**src/include/lsrc_pkg.sv**
```systemverilog
// Purpose: Shared constants and types for the line status and ring control.
// Assumes: 10 MHz core clock, 8 kHz sample frames on the isolation link.
// Notes:   Register byte address is four times the register index.
package lsrc_pkg;

    // Clock and frame timing.
    localparam int          CLK_HZ        = 10_000_000;
    localparam int          FS_HZ         = 8_000;
    localparam int          FRAME_CYC     = CLK_HZ / FS_HZ;
    localparam logic [10:0] FRAME_CNT_MAX = 11'(FRAME_CYC - 1);
    localparam logic [4:0]  DROPOUT_FRAMES  = 5'h10;
    localparam logic [7:0]  OFFHOOK_MASK_FR = 8'h80;

    // Register indices and byte addresses.
    localparam logic [7:0]  IDX_HOOK   = 8'h10;
    localparam logic [7:0]  IDX_CFG    = 8'h11;
    localparam logic [7:0]  IDX_RING   = 8'h12;
    localparam logic [7:0]  IDX_STATUS = 8'h13;
    localparam logic [11:0] ADDR_HOOK   = {2'h0, IDX_HOOK, 2'h0};
    localparam logic [11:0] ADDR_CFG    = {2'h0, IDX_CFG, 2'h0};
    localparam logic [11:0] ADDR_RING   = {2'h0, IDX_RING, 2'h0};
    localparam logic [11:0] ADDR_STATUS = {2'h0, IDX_STATUS, 2'h0};

    // Field positions.
    localparam int HOOK_BIT  = 0;
    localparam int ONHOOK_MONITOR_SEL_BIT  = 1;
    localparam int MODE_BIT  = 2;
    localparam int CTR21_BIT = 0;
    localparam int BTE_BIT   = 1;
    localparam int OPE_BIT   = 2;
    localparam int ROV_BIT   = 7;
    localparam int RING_SQUELCH_BIT  = 0;
    localparam int RING_FULL_WAVE_SEL_BIT  = 1;
    localparam int CID_SQUELCH_ALT_BIT  = 2;
    localparam int SENSE_LSB = 3;
    localparam int OVL_BIT   = 2;
    localparam int DOD_BIT   = 1;
    localparam int OPD_BIT   = 0;

    // Reset values.
    localparam logic [7:0] HOOK_RST   = 8'h00;
    localparam logic [7:0] CFG_RST    = 8'h00;
    localparam logic [7:0] RING_RST   = 8'h00;
    localparam logic [7:0] STATUS_RST = 8'h00;

    // Sense scaling: voltage in quarter volts, current in mA.
    localparam logic [9:0] V_MIN_Q      = 10'h00c;
    localparam logic [9:0] V_STEP_Q     = 10'h00b;
    localparam logic [9:0] I_MIN_MA     = 10'h003;
    localparam logic [9:0] I_STEP_MA    = 10'h003;
    localparam logic [9:0] I_OVL_MA     = 10'h08c;
    localparam logic [9:0] I_OVL_C21_MA = 10'h036;
    localparam logic [4:0] CODE_MAX     = 5'h1f;
    localparam logic [4:0] CODE_NORMMAX = 5'h1e;

    // Hook states decoded from the mode, hook and monitor bits.
    typedef enum logic [2:0] {
        HS_ONHOOK,
        HS_ONHOOK_MON,
        HS_OFFHOOK,
        HS_FAST_DCT,
        HS_FORCE_ON,
        HS_FORCE_MON
    } lsrc_hook_e;

endpackage

```
**src/core/lsrc_top.sv**
```systemverilog
// Purpose: Line status readout and ring detector control behind APB.
// Assumes: Pin inputs are asynchronous and pass two flip-flops first.
// Notes:   One sample frame is FRAME_CYC clock cycles.
// What this block does and what its controller must do
// Force on-hook leaves the off-hook counter untouched, not restarted.
// Fast DC termination drives off-hook with fast settling enabled.
// Controller should not send data during fast DC termination.
// Controller clears monitor select before setting hook control.
// Controller sets hook control and monitor select in separate writes.
// Full-wave select 0 gives half-wave, 1 gives full-wave ring rectify.
// Rectification applies to ring detect pin and serial ring data.
// Controller pulses ring squelch at least 1 ms after reversal or ring.
// Controller avoids ring squelch while alternate caller-ID squelch is on.
// Sense field shows voltage or current chosen by mode, hook, monitor.
// On-hook voltage code: 2.75 V steps, 0 no line, 31 maximum.
// Off-hook current code: 3 mA steps, 0 low, 1..30 normal, 31 overload.
// Current overload above 140 mA, or above 54 mA in CTR21 mode.
// Live overload flag follows the overload and clears by itself.
// Live overload masked only by off-hook counter, not billing tone.
// Dropout flag sets when the line supply collapses while off-hook.
// Dropout flag clears sixteen frames after the supply returns.
// Dropout flag reads zero whenever on-hook.
// Overload protect flag is 1 while protection is active.
// Status register is read-only and reads zero after reset.
`timescale 1ns/1ps
`default_nettype none
module lsrc_top
    import lsrc_pkg::*;
(
    input  wire logic        CLK,
    input  wire logic        RESET_N,
    input  wire logic        PSEL,
    input  wire logic        PENABLE,
    input  wire logic        PWRITE,
    input  wire logic [11:0] PADDR,
    input  wire logic [31:0] PWDATA,
    output logic             PREADY,
    output logic      [31:0] PRDATA,
    output logic             PSLVERR,
    input  wire logic [9:0]  LINE_VOLT_Q,
    input  wire logic [9:0]  LOOP_MA,
    input  wire logic        LINE_SUPPLY_OK,
    input  wire logic        RX_OVERLOAD,
    input  wire logic        OVERLOAD_TRIP,
    input  wire logic        RING_INPUT_A,
    input  wire logic        RING_INPUT_B,
    input  wire logic        LINE_DATA,
    output logic             OFFHOOK_DRIVE,
    output logic             DC_TERM_FAST,
    output logic             RING_DETECT_OUT,
    output logic             SERIAL_DATA_OUT
);
    // Frame divider.
    logic [10:0] fcnt_reg, fcnt_next;
    logic        frame_reg, frame_next;

    // Two-flop synchronisers for all pin inputs.
    logic [9:0]  volt_s1_reg, volt_reg;
    logic [9:0]  amp_s1_reg, amp_reg;
    logic [5:0]  pins_s1_reg, pins_reg;
    logic        sup_ok, rx_ovl, ovl_trip, ring_a, ring_b, line_bit;

    // Software registers.
    logic [7:0]  hook_reg, hook_next;
    logic [7:0]  cfg_reg, cfg_next;
    logic [7:0]  ring_reg, ring_next;
    logic        rov_reg, rov_next;

    // Hook state and off-hook counter.
    lsrc_hook_e  hs;
    logic        offhook;
    logic [7:0]  ohcnt_reg, ohcnt_next;
    logic        ohmask;

    // Dropout detection.
    logic        dod_reg, dod_next;
    logic [4:0]  dcnt_reg, dcnt_next;

    // Overload flags and sense codes.
    logic        ovl_reg, ovl_next;
    logic        opd_reg, opd_next;
    logic [4:0]  vcode, icode;
    logic [4:0]  sense_reg, sense_next;
    logic        i_over;

    // Ring path outputs.
    logic        ring_raw;
    logic        ring_detect_out_reg, ring_detect_out_next;
    logic        sdo_reg, sdo_next;

    // Bus decode.
    logic        setup, wr_en, hit;
    logic [7:0]  rd_byte;
    logic [31:0] prdata_reg, prdata_next;

    // Divide the core clock down to one pulse per sample frame.
    always_comb begin
        frame_next = 1'b0;
        fcnt_next  = fcnt_reg + 11'h001;
        if (fcnt_reg == FRAME_CNT_MAX) begin
            fcnt_next  = 11'h000;
            frame_next = 1'b1;
        end
    end

    always_ff @(posedge CLK or negedge RESET_N) begin
        if (!RESET_N) begin
            fcnt_reg  <= 11'h000;
            frame_reg <= 1'b0;
        end else begin
            fcnt_reg  <= fcnt_next;
            frame_reg <= frame_next;
        end
    end

    // Synchronise every pin; only the second stage is read by logic.
    always_ff @(posedge CLK or negedge RESET_N) begin
        if (!RESET_N) begin
            volt_s1_reg <= 10'h000;
            volt_reg    <= 10'h000;
            amp_s1_reg  <= 10'h000;
            amp_reg     <= 10'h000;
            pins_s1_reg <= 6'h00;
            pins_reg    <= 6'h00;
        end else begin
            volt_s1_reg <= LINE_VOLT_Q;
            volt_reg    <= volt_s1_reg;
            amp_s1_reg  <= LOOP_MA;
            amp_reg     <= amp_s1_reg;
            pins_s1_reg <= {LINE_DATA, RING_INPUT_B, RING_INPUT_A,
                            OVERLOAD_TRIP, RX_OVERLOAD, LINE_SUPPLY_OK};
            pins_reg    <= pins_s1_reg;
        end
    end

    assign {line_bit, ring_b, ring_a, ovl_trip, rx_ovl, sup_ok} = pins_reg;

    // APB decode; the status index takes no write.
    assign setup = PSEL && !PENABLE;
    assign wr_en = PSEL && PENABLE && PWRITE;
    assign hit   = (PADDR == ADDR_HOOK) || (PADDR == ADDR_CFG) ||
                   (PADDR == ADDR_RING) || (PADDR == ADDR_STATUS);

    // Software-written control bits and the sticky overload flag.
    always_comb begin
        hook_next = hook_reg;
        cfg_next  = cfg_reg;
        ring_next = ring_reg;
        rov_next  = rov_reg;
        if (wr_en && PADDR == ADDR_HOOK) begin
            hook_next = {5'h00, PWDATA[2:0]};
        end
        if (wr_en && PADDR == ADDR_CFG) begin
            cfg_next = {5'h00, PWDATA[2:0]};
            if (!PWDATA[ROV_BIT]) begin
                rov_next = 1'b0;
            end
        end
        if (wr_en && PADDR == ADDR_RING) begin
            ring_next = {5'h00, PWDATA[2:0]};
        end
        // A new overload wins over a clear in the same cycle.
        if (rx_ovl && !ohmask && !cfg_reg[BTE_BIT]) begin
            rov_next = 1'b1;
        end
    end

    always_ff @(posedge CLK or negedge RESET_N) begin
        if (!RESET_N) begin
            hook_reg <= HOOK_RST;
            cfg_reg  <= CFG_RST;
            ring_reg <= RING_RST;
            rov_reg  <= 1'b0;
        end else begin
            hook_reg <= hook_next;
            cfg_reg  <= cfg_next;
            ring_reg <= ring_next;
            rov_reg  <= rov_next;
        end
    end

    // Decode the hook state from mode, hook and monitor bits.
    always_comb begin
        case ({hook_reg[MODE_BIT], hook_reg[HOOK_BIT], hook_reg[ONHOOK_MONITOR_SEL_BIT]})
            3'b010: hs = HS_OFFHOOK;
            3'b011: hs = HS_FAST_DCT;
            3'b001: hs = HS_ONHOOK_MON;
            3'b101: hs = HS_ONHOOK_MON;
            3'b110: hs = HS_FORCE_ON;
            3'b111: hs = HS_FORCE_MON;
            default: hs = HS_ONHOOK;
        endcase
    end

    assign offhook       = (hs == HS_OFFHOOK) || (hs == HS_FAST_DCT);
    assign OFFHOOK_DRIVE = offhook;
    assign DC_TERM_FAST  = (hs == HS_FAST_DCT);

    // Off-hook counter masks overload early in a call.
    always_comb begin
        ohcnt_next = ohcnt_reg;
        if (hs == HS_ONHOOK || hs == HS_ONHOOK_MON) begin
            ohcnt_next = 8'h00;
        end else if (offhook && frame_reg && ohcnt_reg != OFFHOOK_MASK_FR) begin
            ohcnt_next = ohcnt_reg + 8'h01;
        end
        // Force on-hook states fall through and hold the count.
    end

    always_ff @(posedge CLK or negedge RESET_N) begin
        if (!RESET_N) begin
            ohcnt_reg <= 8'h00;
        end else begin
            ohcnt_reg <= ohcnt_next;
        end
    end

    assign ohmask = !offhook || (ohcnt_reg != OFFHOOK_MASK_FR);

    // Dropout flag: set on supply loss off-hook, clear after 16 frames.
    always_comb begin
        dod_next  = dod_reg;
        dcnt_next = dcnt_reg;
        if (!offhook) begin
            dod_next  = 1'b0;
            dcnt_next = 5'h00;
        end else if (!sup_ok) begin
            dod_next  = 1'b1;
            dcnt_next = 5'h00;
        end else if (dod_reg && frame_reg) begin
            if (dcnt_reg == DROPOUT_FRAMES - 5'h01) begin
                dod_next  = 1'b0;
                dcnt_next = 5'h00;
            end else begin
                dcnt_next = dcnt_reg + 5'h01;
            end
        end
    end

    always_ff @(posedge CLK or negedge RESET_N) begin
        if (!RESET_N) begin
            dod_reg  <= 1'b0;
            dcnt_reg <= 5'h00;
        end else begin
            dod_reg  <= dod_next;
            dcnt_reg <= dcnt_next;
        end
    end

    // Quantise line voltage and loop current once per frame.
    lsrc_quant u_volt (
        .clk     (CLK),
        .reset_n (RESET_N),
        .start   (frame_reg),
        .value   (volt_reg),
        .offset  (V_MIN_Q),
        .step    (V_STEP_Q),
        .cap     (CODE_MAX),
        .code    (vcode)
    );

    lsrc_quant u_amp (
        .clk     (CLK),
        .reset_n (RESET_N),
        .start   (frame_reg),
        .value   (amp_reg),
        .offset  (I_MIN_MA),
        .step    (I_STEP_MA),
        .cap     (CODE_NORMMAX),
        .code    (icode)
    );

    // Overload threshold depends on the CTR21 termination mode.
    assign i_over = cfg_reg[CTR21_BIT] ? (amp_reg > I_OVL_C21_MA)
                                       : (amp_reg > I_OVL_MA);

    // Sense field, live overload and protect flags.
    always_comb begin
        sense_next = sense_reg;
        if (frame_reg) begin
            if (offhook) begin
                sense_next = i_over ? CODE_MAX : icode;
            end else begin
                sense_next = vcode;
            end
        end
        ovl_next = rx_ovl && !ohmask;
        opd_next = ovl_trip && cfg_reg[OPE_BIT];
    end

    always_ff @(posedge CLK or negedge RESET_N) begin
        if (!RESET_N) begin
            sense_reg <= 5'h00;
            ovl_reg   <= 1'b0;
            opd_reg   <= 1'b0;
        end else begin
            sense_reg <= sense_next;
            ovl_reg   <= ovl_next;
            opd_reg   <= opd_next;
        end
    end

    // Ring rectification feeds both the pin and the serial stream.
    always_comb begin
        if (ring_reg[RING_FULL_WAVE_SEL_BIT]) begin
            ring_raw = ring_a || ring_b;
        end else begin
            ring_raw = ring_a;
        end
        ring_detect_out_next = ring_raw && !ring_reg[RING_SQUELCH_BIT] && !offhook;
        sdo_next  = sdo_reg;
        if (frame_reg) begin
            case (hs)
                HS_ONHOOK:   sdo_next = ring_detect_out_next;
                HS_FORCE_ON: sdo_next = 1'b0;
                default:     sdo_next = line_bit;
            endcase
        end
    end

    always_ff @(posedge CLK or negedge RESET_N) begin
        if (!RESET_N) begin
            ring_detect_out_reg <= 1'b0;
            sdo_reg  <= 1'b0;
        end else begin
            ring_detect_out_reg <= ring_detect_out_next;
            sdo_reg  <= sdo_next;
        end
    end

    assign RING_DETECT_OUT = ring_detect_out_reg;
    assign SERIAL_DATA_OUT = sdo_reg;

    // Read mux; status is the sense code and the overload, dropout and protect flags.
    always_comb begin
        case (PADDR)
            ADDR_HOOK:   rd_byte = hook_reg;
            ADDR_CFG:    rd_byte = {rov_reg, cfg_reg[6:0]};
            ADDR_RING:   rd_byte = ring_reg;
            ADDR_STATUS: rd_byte = {sense_reg, ovl_reg, dod_reg, opd_reg};
            default:     rd_byte = 8'h00;
        endcase
        prdata_next = prdata_reg;
        if (setup && !PWRITE) begin
            prdata_next = {24'h000000, rd_byte};
        end
    end

    always_ff @(posedge CLK or negedge RESET_N) begin
        if (!RESET_N) begin
            prdata_reg <= 32'h00000000;
        end else begin
            prdata_reg <= prdata_next;
        end
    end

    // Zero-wait slave; unmapped addresses answer with an error.
    assign PREADY  = 1'b1;
    assign PRDATA  = prdata_reg;
    assign PSLVERR = PSEL && PENABLE && !hit;
endmodule
`default_nettype wire

```
**src/core/lsrc_quant.sv**
```systemverilog
// Purpose: Turns a sensed value into a 5-bit code by repeated subtraction.
// Assumes: Start comes no more often than every 40 cycles.
// Notes:   Code is 0 below offset, else 1 plus whole steps, capped.
`timescale 1ns/1ps
`default_nettype none
module lsrc_quant
    import lsrc_pkg::*;
(
    input  wire logic       clk,
    input  wire logic       reset_n,
    input  wire logic       start,
    input  wire logic [9:0] value,
    input  wire logic [9:0] offset,
    input  wire logic [9:0] step,
    input  wire logic [4:0] cap,
    output logic      [4:0] code
);
    logic [9:0] rem_reg;
    logic [9:0] rem_next;
    logic [4:0] cnt_reg;
    logic [4:0] cnt_next;
    logic       busy_reg;
    logic       busy_next;
    logic [4:0] code_reg;
    logic [4:0] code_next;

    // Step the remainder down one step per cycle until it or the cap runs out.
    always_comb begin
        rem_next  = rem_reg;
        cnt_next  = cnt_reg;
        busy_next = busy_reg;
        code_next = code_reg;
        if (start) begin
            if (value < offset) begin
                code_next = 5'h00;
                busy_next = 1'b0;
            end else begin
                rem_next  = value - offset;
                cnt_next  = 5'h01;
                busy_next = 1'b1;
            end
        end else if (busy_reg) begin
            if (rem_reg >= step && cnt_reg < cap) begin
                rem_next = rem_reg - step;
                cnt_next = cnt_reg + 5'h01;
            end else begin
                code_next = cnt_reg;
                busy_next = 1'b0;
            end
        end
    end

    // Conversion state.
    always_ff @(posedge clk or negedge reset_n) begin
        if (!reset_n) begin
            rem_reg  <= 10'h000;
            cnt_reg  <= 5'h00;
            busy_reg <= 1'b0;
            code_reg <= 5'h00;
        end else begin
            rem_reg  <= rem_next;
            cnt_reg  <= cnt_next;
            busy_reg <= busy_next;
            code_reg <= code_next;
        end
    end

    assign code = code_reg;
endmodule
`default_nettype wire

```
**config.mk**
```make
export PLATFORM = sky130hd
export DESIGN_NAME = lsrc_top
export DESIGN_NICKNAME = d
export VERILOG_FILES = /design/src/include/lsrc_pkg.sv /design/src/core/lsrc_top.sv /design/src/core/lsrc_quant.sv
export SDC_FILE = /design/constraint.sdc
export NUM_CORES = 1
export LEC_CHECK = 0
export ABC_AREA = 1
export BUFFER_PORTS_ARGS = -buffer_cell sky130_fd_sc_hd__buf_2
export CORE_MARGIN = 10
export CORE_UTILIZATION = 45
export DETAILED_ROUTE_END_ITERATION = 6
export GPL_TIMING_DRIVEN = 1
export HOLD_SLACK_MARGIN = 0.1
export PLACE_DENSITY = 0.73
export SLEW_MARGIN = 30
export SYNTH_ARGS = -nofsm -noshare
export SYNTH_HDL_FRONTEND = slang
export SYNTH_SLANG_ARGS = --single-unit
```
**constraint.sdc**
```tcl
create_clock -name CLK -period 3.1 [get_ports CLK]
set_input_delay 0.155 -clock CLK [delete_from_list [all_inputs] [get_ports CLK]]
set_output_delay 0.155 -clock CLK [all_outputs]
set_load 0.005 [all_outputs]
```
## Word-level counts from Yosys, hierarchy flattened

Cells that the tools add are included.
W data, S select, Z words.

| word-level totals | value |
|---|---|
| register bits | 147 |
| input port bits | 75 |
| output and inout port bits | 38 |
| logic and storage cells | 172 |

| cells by class | value |
|---|---|
| add/subtract/negate cells | 9 |
| order comparisons | 8 |
| equal/unequal tests | 26 |
| muxes and demuxes | 54 |
| reduce and logical (&&, ||, !) cells | 46 |

Operators with widths:

| kind | number |
|---|---|
| $mux W5 | 22 |
| $mux W10 | 8 |
| $eq A12 B7 Y1 const B | 4 |
| $pmux W8 S4 | 1 |
| $sub A10 B2 Y10 const B | 2 |
| $sub A10 B4 Y10 const B | 2 |
| $logic_and A1 B1 Y1 | 18 |
| $mux W1 | 18 |
| $mux W8 | 2 |
| $add A5 B1 Y5 const B | 3 |
| $pmux W3 S5 | 1 |
| $eq A3 B2 Y1 const B | 4 |
| $eq A3 B3 Y1 const B | 4 |
| $reduce_and A3 Y1 | 4 |
| $reduce_bool A2 Y1 | 6 |
| $add A11 B1 Y11 const B | 1 |
| $eq A11 B11 Y1 const B | 1 |
| $mux W11 | 1 |
| $ge A10 B2 Y1 const B | 1 |
| $ge A10 B4 Y1 const B | 1 |
| $gt A10 B6 Y1 const B | 1 |
| $gt A10 B8 Y1 const B | 1 |
| $lt A10 B2 Y1 const B | 1 |
| $lt A10 B4 Y1 const B | 1 |
| 14 further kinds | 35 |

## Logic depth before layout (Yosys ltp)

| depth | value |
|---|---|
| word-level depth | 12 |
| mapped depth | 11 |
| gate-level depth less buffers | 10 |

## Cells and area by module

A second synthesis with hierarchy kept.

| unflattened totals | value |
|---|---|
| cells, all modules | 1148 |
| area total of the unflattened synthesis | 9238.9 um2 |

Modules (own cells, without submodules):

| module | times used | cells an instance | area each (um2) | sequential area each (um2) |
|---|---|---|---|---|
| lsrc_top | 1 | 439 | 4375.4 | 2627.5 |
| lsrc_quant (u_amp) | 1 | 355 | 2437.3 | 525.5 |
| lsrc_quant (u_volt) | 1 | 354 | 2426.1 | 525.5 |

## Worst setup path after synthesis

No wires, ideal clock.

| path | value |
|---|---|
| kind | reg-to-reg |
| start point | register volt_reg[2] |
| end point | register u_volt.rem_reg[4] |
| setup time | 65 ps |
| arrival | 1441 ps |
| data required time | 3035 ps |
| path slack | 1594 ps |
| stages on the path, launching flop included | 10 |
| buffers on the path | 1 |
| clock period less this slack | 1506 ps |
| path through | dfrtp_1 ha_1 nor2_2 nand4_2 o21ai_4 nand2_2 nand2_4 buf_6 nand2_1 nand2_1 |

| on the way | value |
|---|---|
| word-level cells in the longest chain between the ends | 3 |
| elaborated cells on any way between the ends | 6 |
| classes of those cells | add/sub (1); order compare (1); eq/ne (1); mux (2); reduce/logical (1) |

RTL lines:

| element | line | text |
|---|---|---|
| start: declaration | lsrc_top.sv:58 | `logic [9:0] volt_s1_reg, volt_reg;` |
| start signal: assignment | lsrc_top.sv:127 | `volt_reg <= volt_s1_reg;` |
| $lt A10 B4 Y1 or $sub A10 B4 Y10 (tied branches) | lsrc_quant.sv:34, lsrc_quant.sv:38 |  |
| $ne A2 B2 Y1 (no line) or $mux W10 (tied branches) | -- |  |
| $reduce_and A3 Y1 (no line) or $mux W10 (tied branches) | -- |  |
| end signal: assignment | lsrc_quant.sv:61 | `rem_reg <= rem_next;` |
| end: declaration | lsrc_quant.sv:18 | `logic [9:0] rem_reg;` |

Several ways; a longest one is shown, not always the timed one. The select of a mux whose other input is x is not followed.
A chain may end at the register's enable or synchronous reset.

## Worst setup path in the final report

| path | value |
|---|---|
| start point | register hook_reg[0] |
| end point | output port DC_TERM_FAST |

| on the way | value |
|---|---|
| word-level cells in the longest chain between the ends | 4 |
| elaborated cells on any way between the ends | 9 |
| classes of those cells | eq/ne (7); mux (1); reduce/logical (1) |

RTL lines:

| element | line | text |
|---|---|---|
| start: declaration | lsrc_top.sv:64 | `logic [7:0] hook_reg, hook_next;` |
| start signal: assignment | lsrc_top.sv:175 | `hook_reg <= hook_next;` |
| $eq A3 B3 Y1 or $eq A3 B1 Y1 (tied branches) | lsrc_top.sv:184 | `case ({hook_reg[MODE_BIT], hook_reg[HOOK_BIT], hook_reg[ONHOOK_MONITOR_SEL_BIT]})` |
| $reduce_or A2 Y1 (no line) | -- |  |
| $pmux W3 S5 (*) | lsrc_top.sv:184 |  |
| $eq A3 B2 Y1 (*) | lsrc_top.sv:197 | `assign DC_TERM_FAST = (hs == HS_FAST_DCT);` |
| end: declaration | lsrc_top.sv:49 | `output logic DC_TERM_FAST,` |

Every way passes the cells marked *; elsewhere a longest branch is shown, timed or not.

==> flow_metrics.tcl <==
set metrics [dict create \
    critical_path_required_ps 2940 \
    vias 5572 \
    mostFrequentLayoutCell "nand2_1" \
    final_cells 1165 \
    pwr-share-comb_pct 3.8 \
    finalCoreUtilization_pct 55.0 \
    insertedDiodeCount 0 \
    grt_pass1_vias 5478 \
    cp_max_fo 11 \
    finalWirelength_mm 14.4 \
    die_x_um 145 \
    synth_cell_types 39 \
    hold_start "PSEL" \
    postSynthAreaPerCell_um2 8.39 \
    nets 1028 \
    gp_congestion 0.876 \
    post-place-ws_ps 1190 \
    drv_cap 0 \
    drive_gt1_share_pct 12.9 \
    rows 45 \
    core_mm2 0.0153 \
    clkPwrFrac_pct 49.2 \
    fillers 1384 \
    clock_tree.htree_level_count 4 \
    layout_common_cells "nand2_1 (280), dfrtp_1 (147), nor2_1 (70)" \
    cts_resized 0 \
    initial_core_util_pct 46.2 \
    die-area_mm2 0.0211 \
    track_usage_pct 14.1 \
    grt_pass1_wl_mm 25.3 \
    critPathCaptureType "primary output" \
    place_inst 1100 \
    cts_tree "yes" \
    start_kind "flop" \
    fin_worst_skew_ps 9.23 \
    drc 0 \
    grt_overflow_total 0 \
    reg2regPathDepth 8 \
    vias_per_cell 4.78 \
    setup_viol 0 \
    antenna_found_initial 0 \
    hold_end "PRDATA[0]$_DFFE_PN0P_" \
    cts_max_path_buffers 2 \
    rrSetupSlack_ps 1180 \
    dp_hpwl_mm 9.94 \
    p_switching_w 0.000928 \
    maxSlewHeadroom_pct 46.2 \
    largest_register_ffs 11 \
    critPathKind "flop to primary output" \
    cts.clk_slew.worst_paths_ps 60 \
    numCtsBuffers 17 \
    syn_inst 840 \
    p_sw_share_pct 22.1 \
    seq_area_frac_synth_pct 52.2 \
    async_reset_ff_share_pct 100 \
    setup_slack_ps 1120 \
    grt_max_degree 90 \
    max_freq_ghz 0.506 \
    period_share_pct 63.8 \
    p_leak_nw 4.24 \
    ys_ff_latch 147 \
    reg2reg_from "hook_reg[0]$_DFFE_PN0P_" \
    final_antenna_net_count 0 \
    cts_root_buffer "clkbuf_16" \
    avgRoutedWirePerCell_um 12.4 \
    drt-initial-drc-count 337 \
    die_height_um 145 \
    outcome "finished, final reports clean" \
    min_period_ps 1980 \
    synth-edff-count 0 \
    io_pins 113 \
    final-max-slew-violation-count 0 \
    portBuffers 59 \
    finalHoldViolCount 0 \
    postCtsSetupBuffers 0 \
    power_frac_seq_pct 47.0 \
    hold_path.class "input port to flop" \
    p_per_area_mw_per_mm2 499 \
    ys_warn_count 0 \
    min_delay_path_depth 5 \
    holdWs_ps 122 \
    cts.sinks 147 \
    rsz0062_at_grt "false" \
    worst_pin_slew_ps 807 \
    dr.pass1.iters 6 \
    area_growth_pct 19.1 \
    p_int_w 0.00327 \
    ir_drop_uv 344 \
    syn-cell-area_mm2 0.00705 \
    tns_ps 0 \
    insertion_delay_ps 420 \
    rr_endpoint "ohcnt_reg[4]$_DFFE_PN0P_" \
    arrival_ps 1820 \
    synth_ff_type "dfrtp_1" \
]
cell type report:
class / instances / area, µm² / share of cell area (%)
clock inverter: 12 / 145 / 1.73
sequential: 147 / 3680 / 43.8
timing repair buffer: 98 / 677 / 8.06
multi-input combinational: 609 / 2920 / 34.8
clock buffer: 20 / 457 / 5.44
tap: 211 / 264 / 3.14
inverter: 68 / 255 / 3.04
Yosys cell counts (2+ instances only):
cell | instances | share of area, %
nor4_1 | 2 | 0.18
buf_2 | 2 | 0.14
inv_2 | 5 | 0.27
nor2_1 | 70 | 3.7
nand3_1 | 55 | 3.9
conb_1 | 2 | 0.11
nor2_4 | 2 | 0.32
buf_6 | 5 | 0.80
nand2_2 | 5 | 0.44
a21oi_1 | 11 | 0.78
o21ai_1 | 13 | 0.92
xor2_1 | 20 | 2.5
nand4_1 | 13 | 1.2
ha_1 | 12 | 2.1
o21a_1 | 7 | 0.75
clkbuf_1 | 4 | 0.21
buf_1 | 2 | 0.11
o21ai_4 | 2 | 0.46
inv_1 | 63 | 3.4
nand2_1 | 280 | 15
nor3_1 | 14 | 0.99
xnor2_1 | 2 | 0.25
dfrtp_1 | 147 | 52
nand3_2 | 2 | 0.28
o31ai_1 | 2 | 0.21
nand2_4 | 2 | 0.32
nor3_2 | 3 | 0.43
o21ai_0 | 46 | 3.3
buf_4 | 26 | 2.8
nor2_2 | 5 | 0.44
nor3b_1 | 2 | 0.21
nand3b_1 | 7 | 0.75
power by group through the flow:
stage	sequential (W)	clock (W)	combinational (W)
floorplan	0.00200	0	0.0000703
global placement	0.00201	0	0.000126
detailed placement	0.00201	0	0.000129
CTS	0.00197	0.00212	0.000161
global route	0.00197	0.00221	0.000185
finish	0.00197	0.00206	0.000160
worst max-delay path: stages, from the launching register on:
cell and delay, ps:
dfrtp_1 580, inv_2 110, nor2_4 280, inv_2 150
nor2_1 140, buf_2 140
kinds of logic (layout without fill, tap and decap cells):
| family | after synthesis | count (layout) | share of synthesized area (%) |
|---|---|---|---|
| other | 2 | 25 | 0.106 |
| buffers and inverters | 107 | 198 | 7.65 |
| AO/OA/AOI/OAI | 87 | 87 | 6.99 |
| AND/OR/NAND/NOR | 463 | 463 | 28.2 |
| XOR/XNOR | 22 | 22 | 2.73 |
| flip-flops | 147 | 147 | 52.2 |
| adder cells (fa/ha/maj) | 12 | 12 | 2.13 |
metal layers:
metal  wire [µm]  global-route usage [%]  vias to the layer above
li1            -                       -                     2842
met1        6670                    17.8                     2578
met2        6780                    22.5                      128
met3         669                    3.51                       24
met4         293                    6.12                        0
met5           0                       0                        -
through the flow:
| stage | total power, W | area (µm²) |
|---|---|---|
| after floorplan | 0.00207 | 7140 |
| after global placement | 0.00213 | 7460 |
| after detailed placement | 0.00214 | 7460 |
| after CTS | 0.00425 | 8400 |
| after global routing | 0.00437 | 8400 |
| final | 0.00419 | 8400 |
worst max-delay path by stage:
stage | from | cells after the start | slack [ps] | to
2_1_floorplan | volt_reg[2]$_DFF_PN0_ | 9 | 1590 | u_volt.rem_reg[4]$_DFFE_PN0P_
3_5_place_dp | frame_reg$_DFF_PN0_ | 6 | 1190 | u_amp.rem_reg[7]$_DFFE_PN0P_
6_report | hook_reg[0]$_DFFE_PN0P_ | 5 | 1120 | DC_TERM_FAST
3_3_place_gp | frame_reg$_DFF_PN0_ | 6 | 1220 | u_amp.rem_reg[7]$_DFFE_PN0P_
5_1_grt | hook_reg[0]$_DFFE_PN0P_ | 5 | 980 | DC_TERM_FAST
4_1_cts | hook_reg[0]$_DFFE_PN0P_ | 5 | 1080 | DC_TERM_FAST
timing repair:
action	4_1_cts	5_1_grt
hold buffers	33	0
hold endpoints to repair	129	0
endpoints found under the setup margin	0	0
Power figures use the tool's default switching activity.
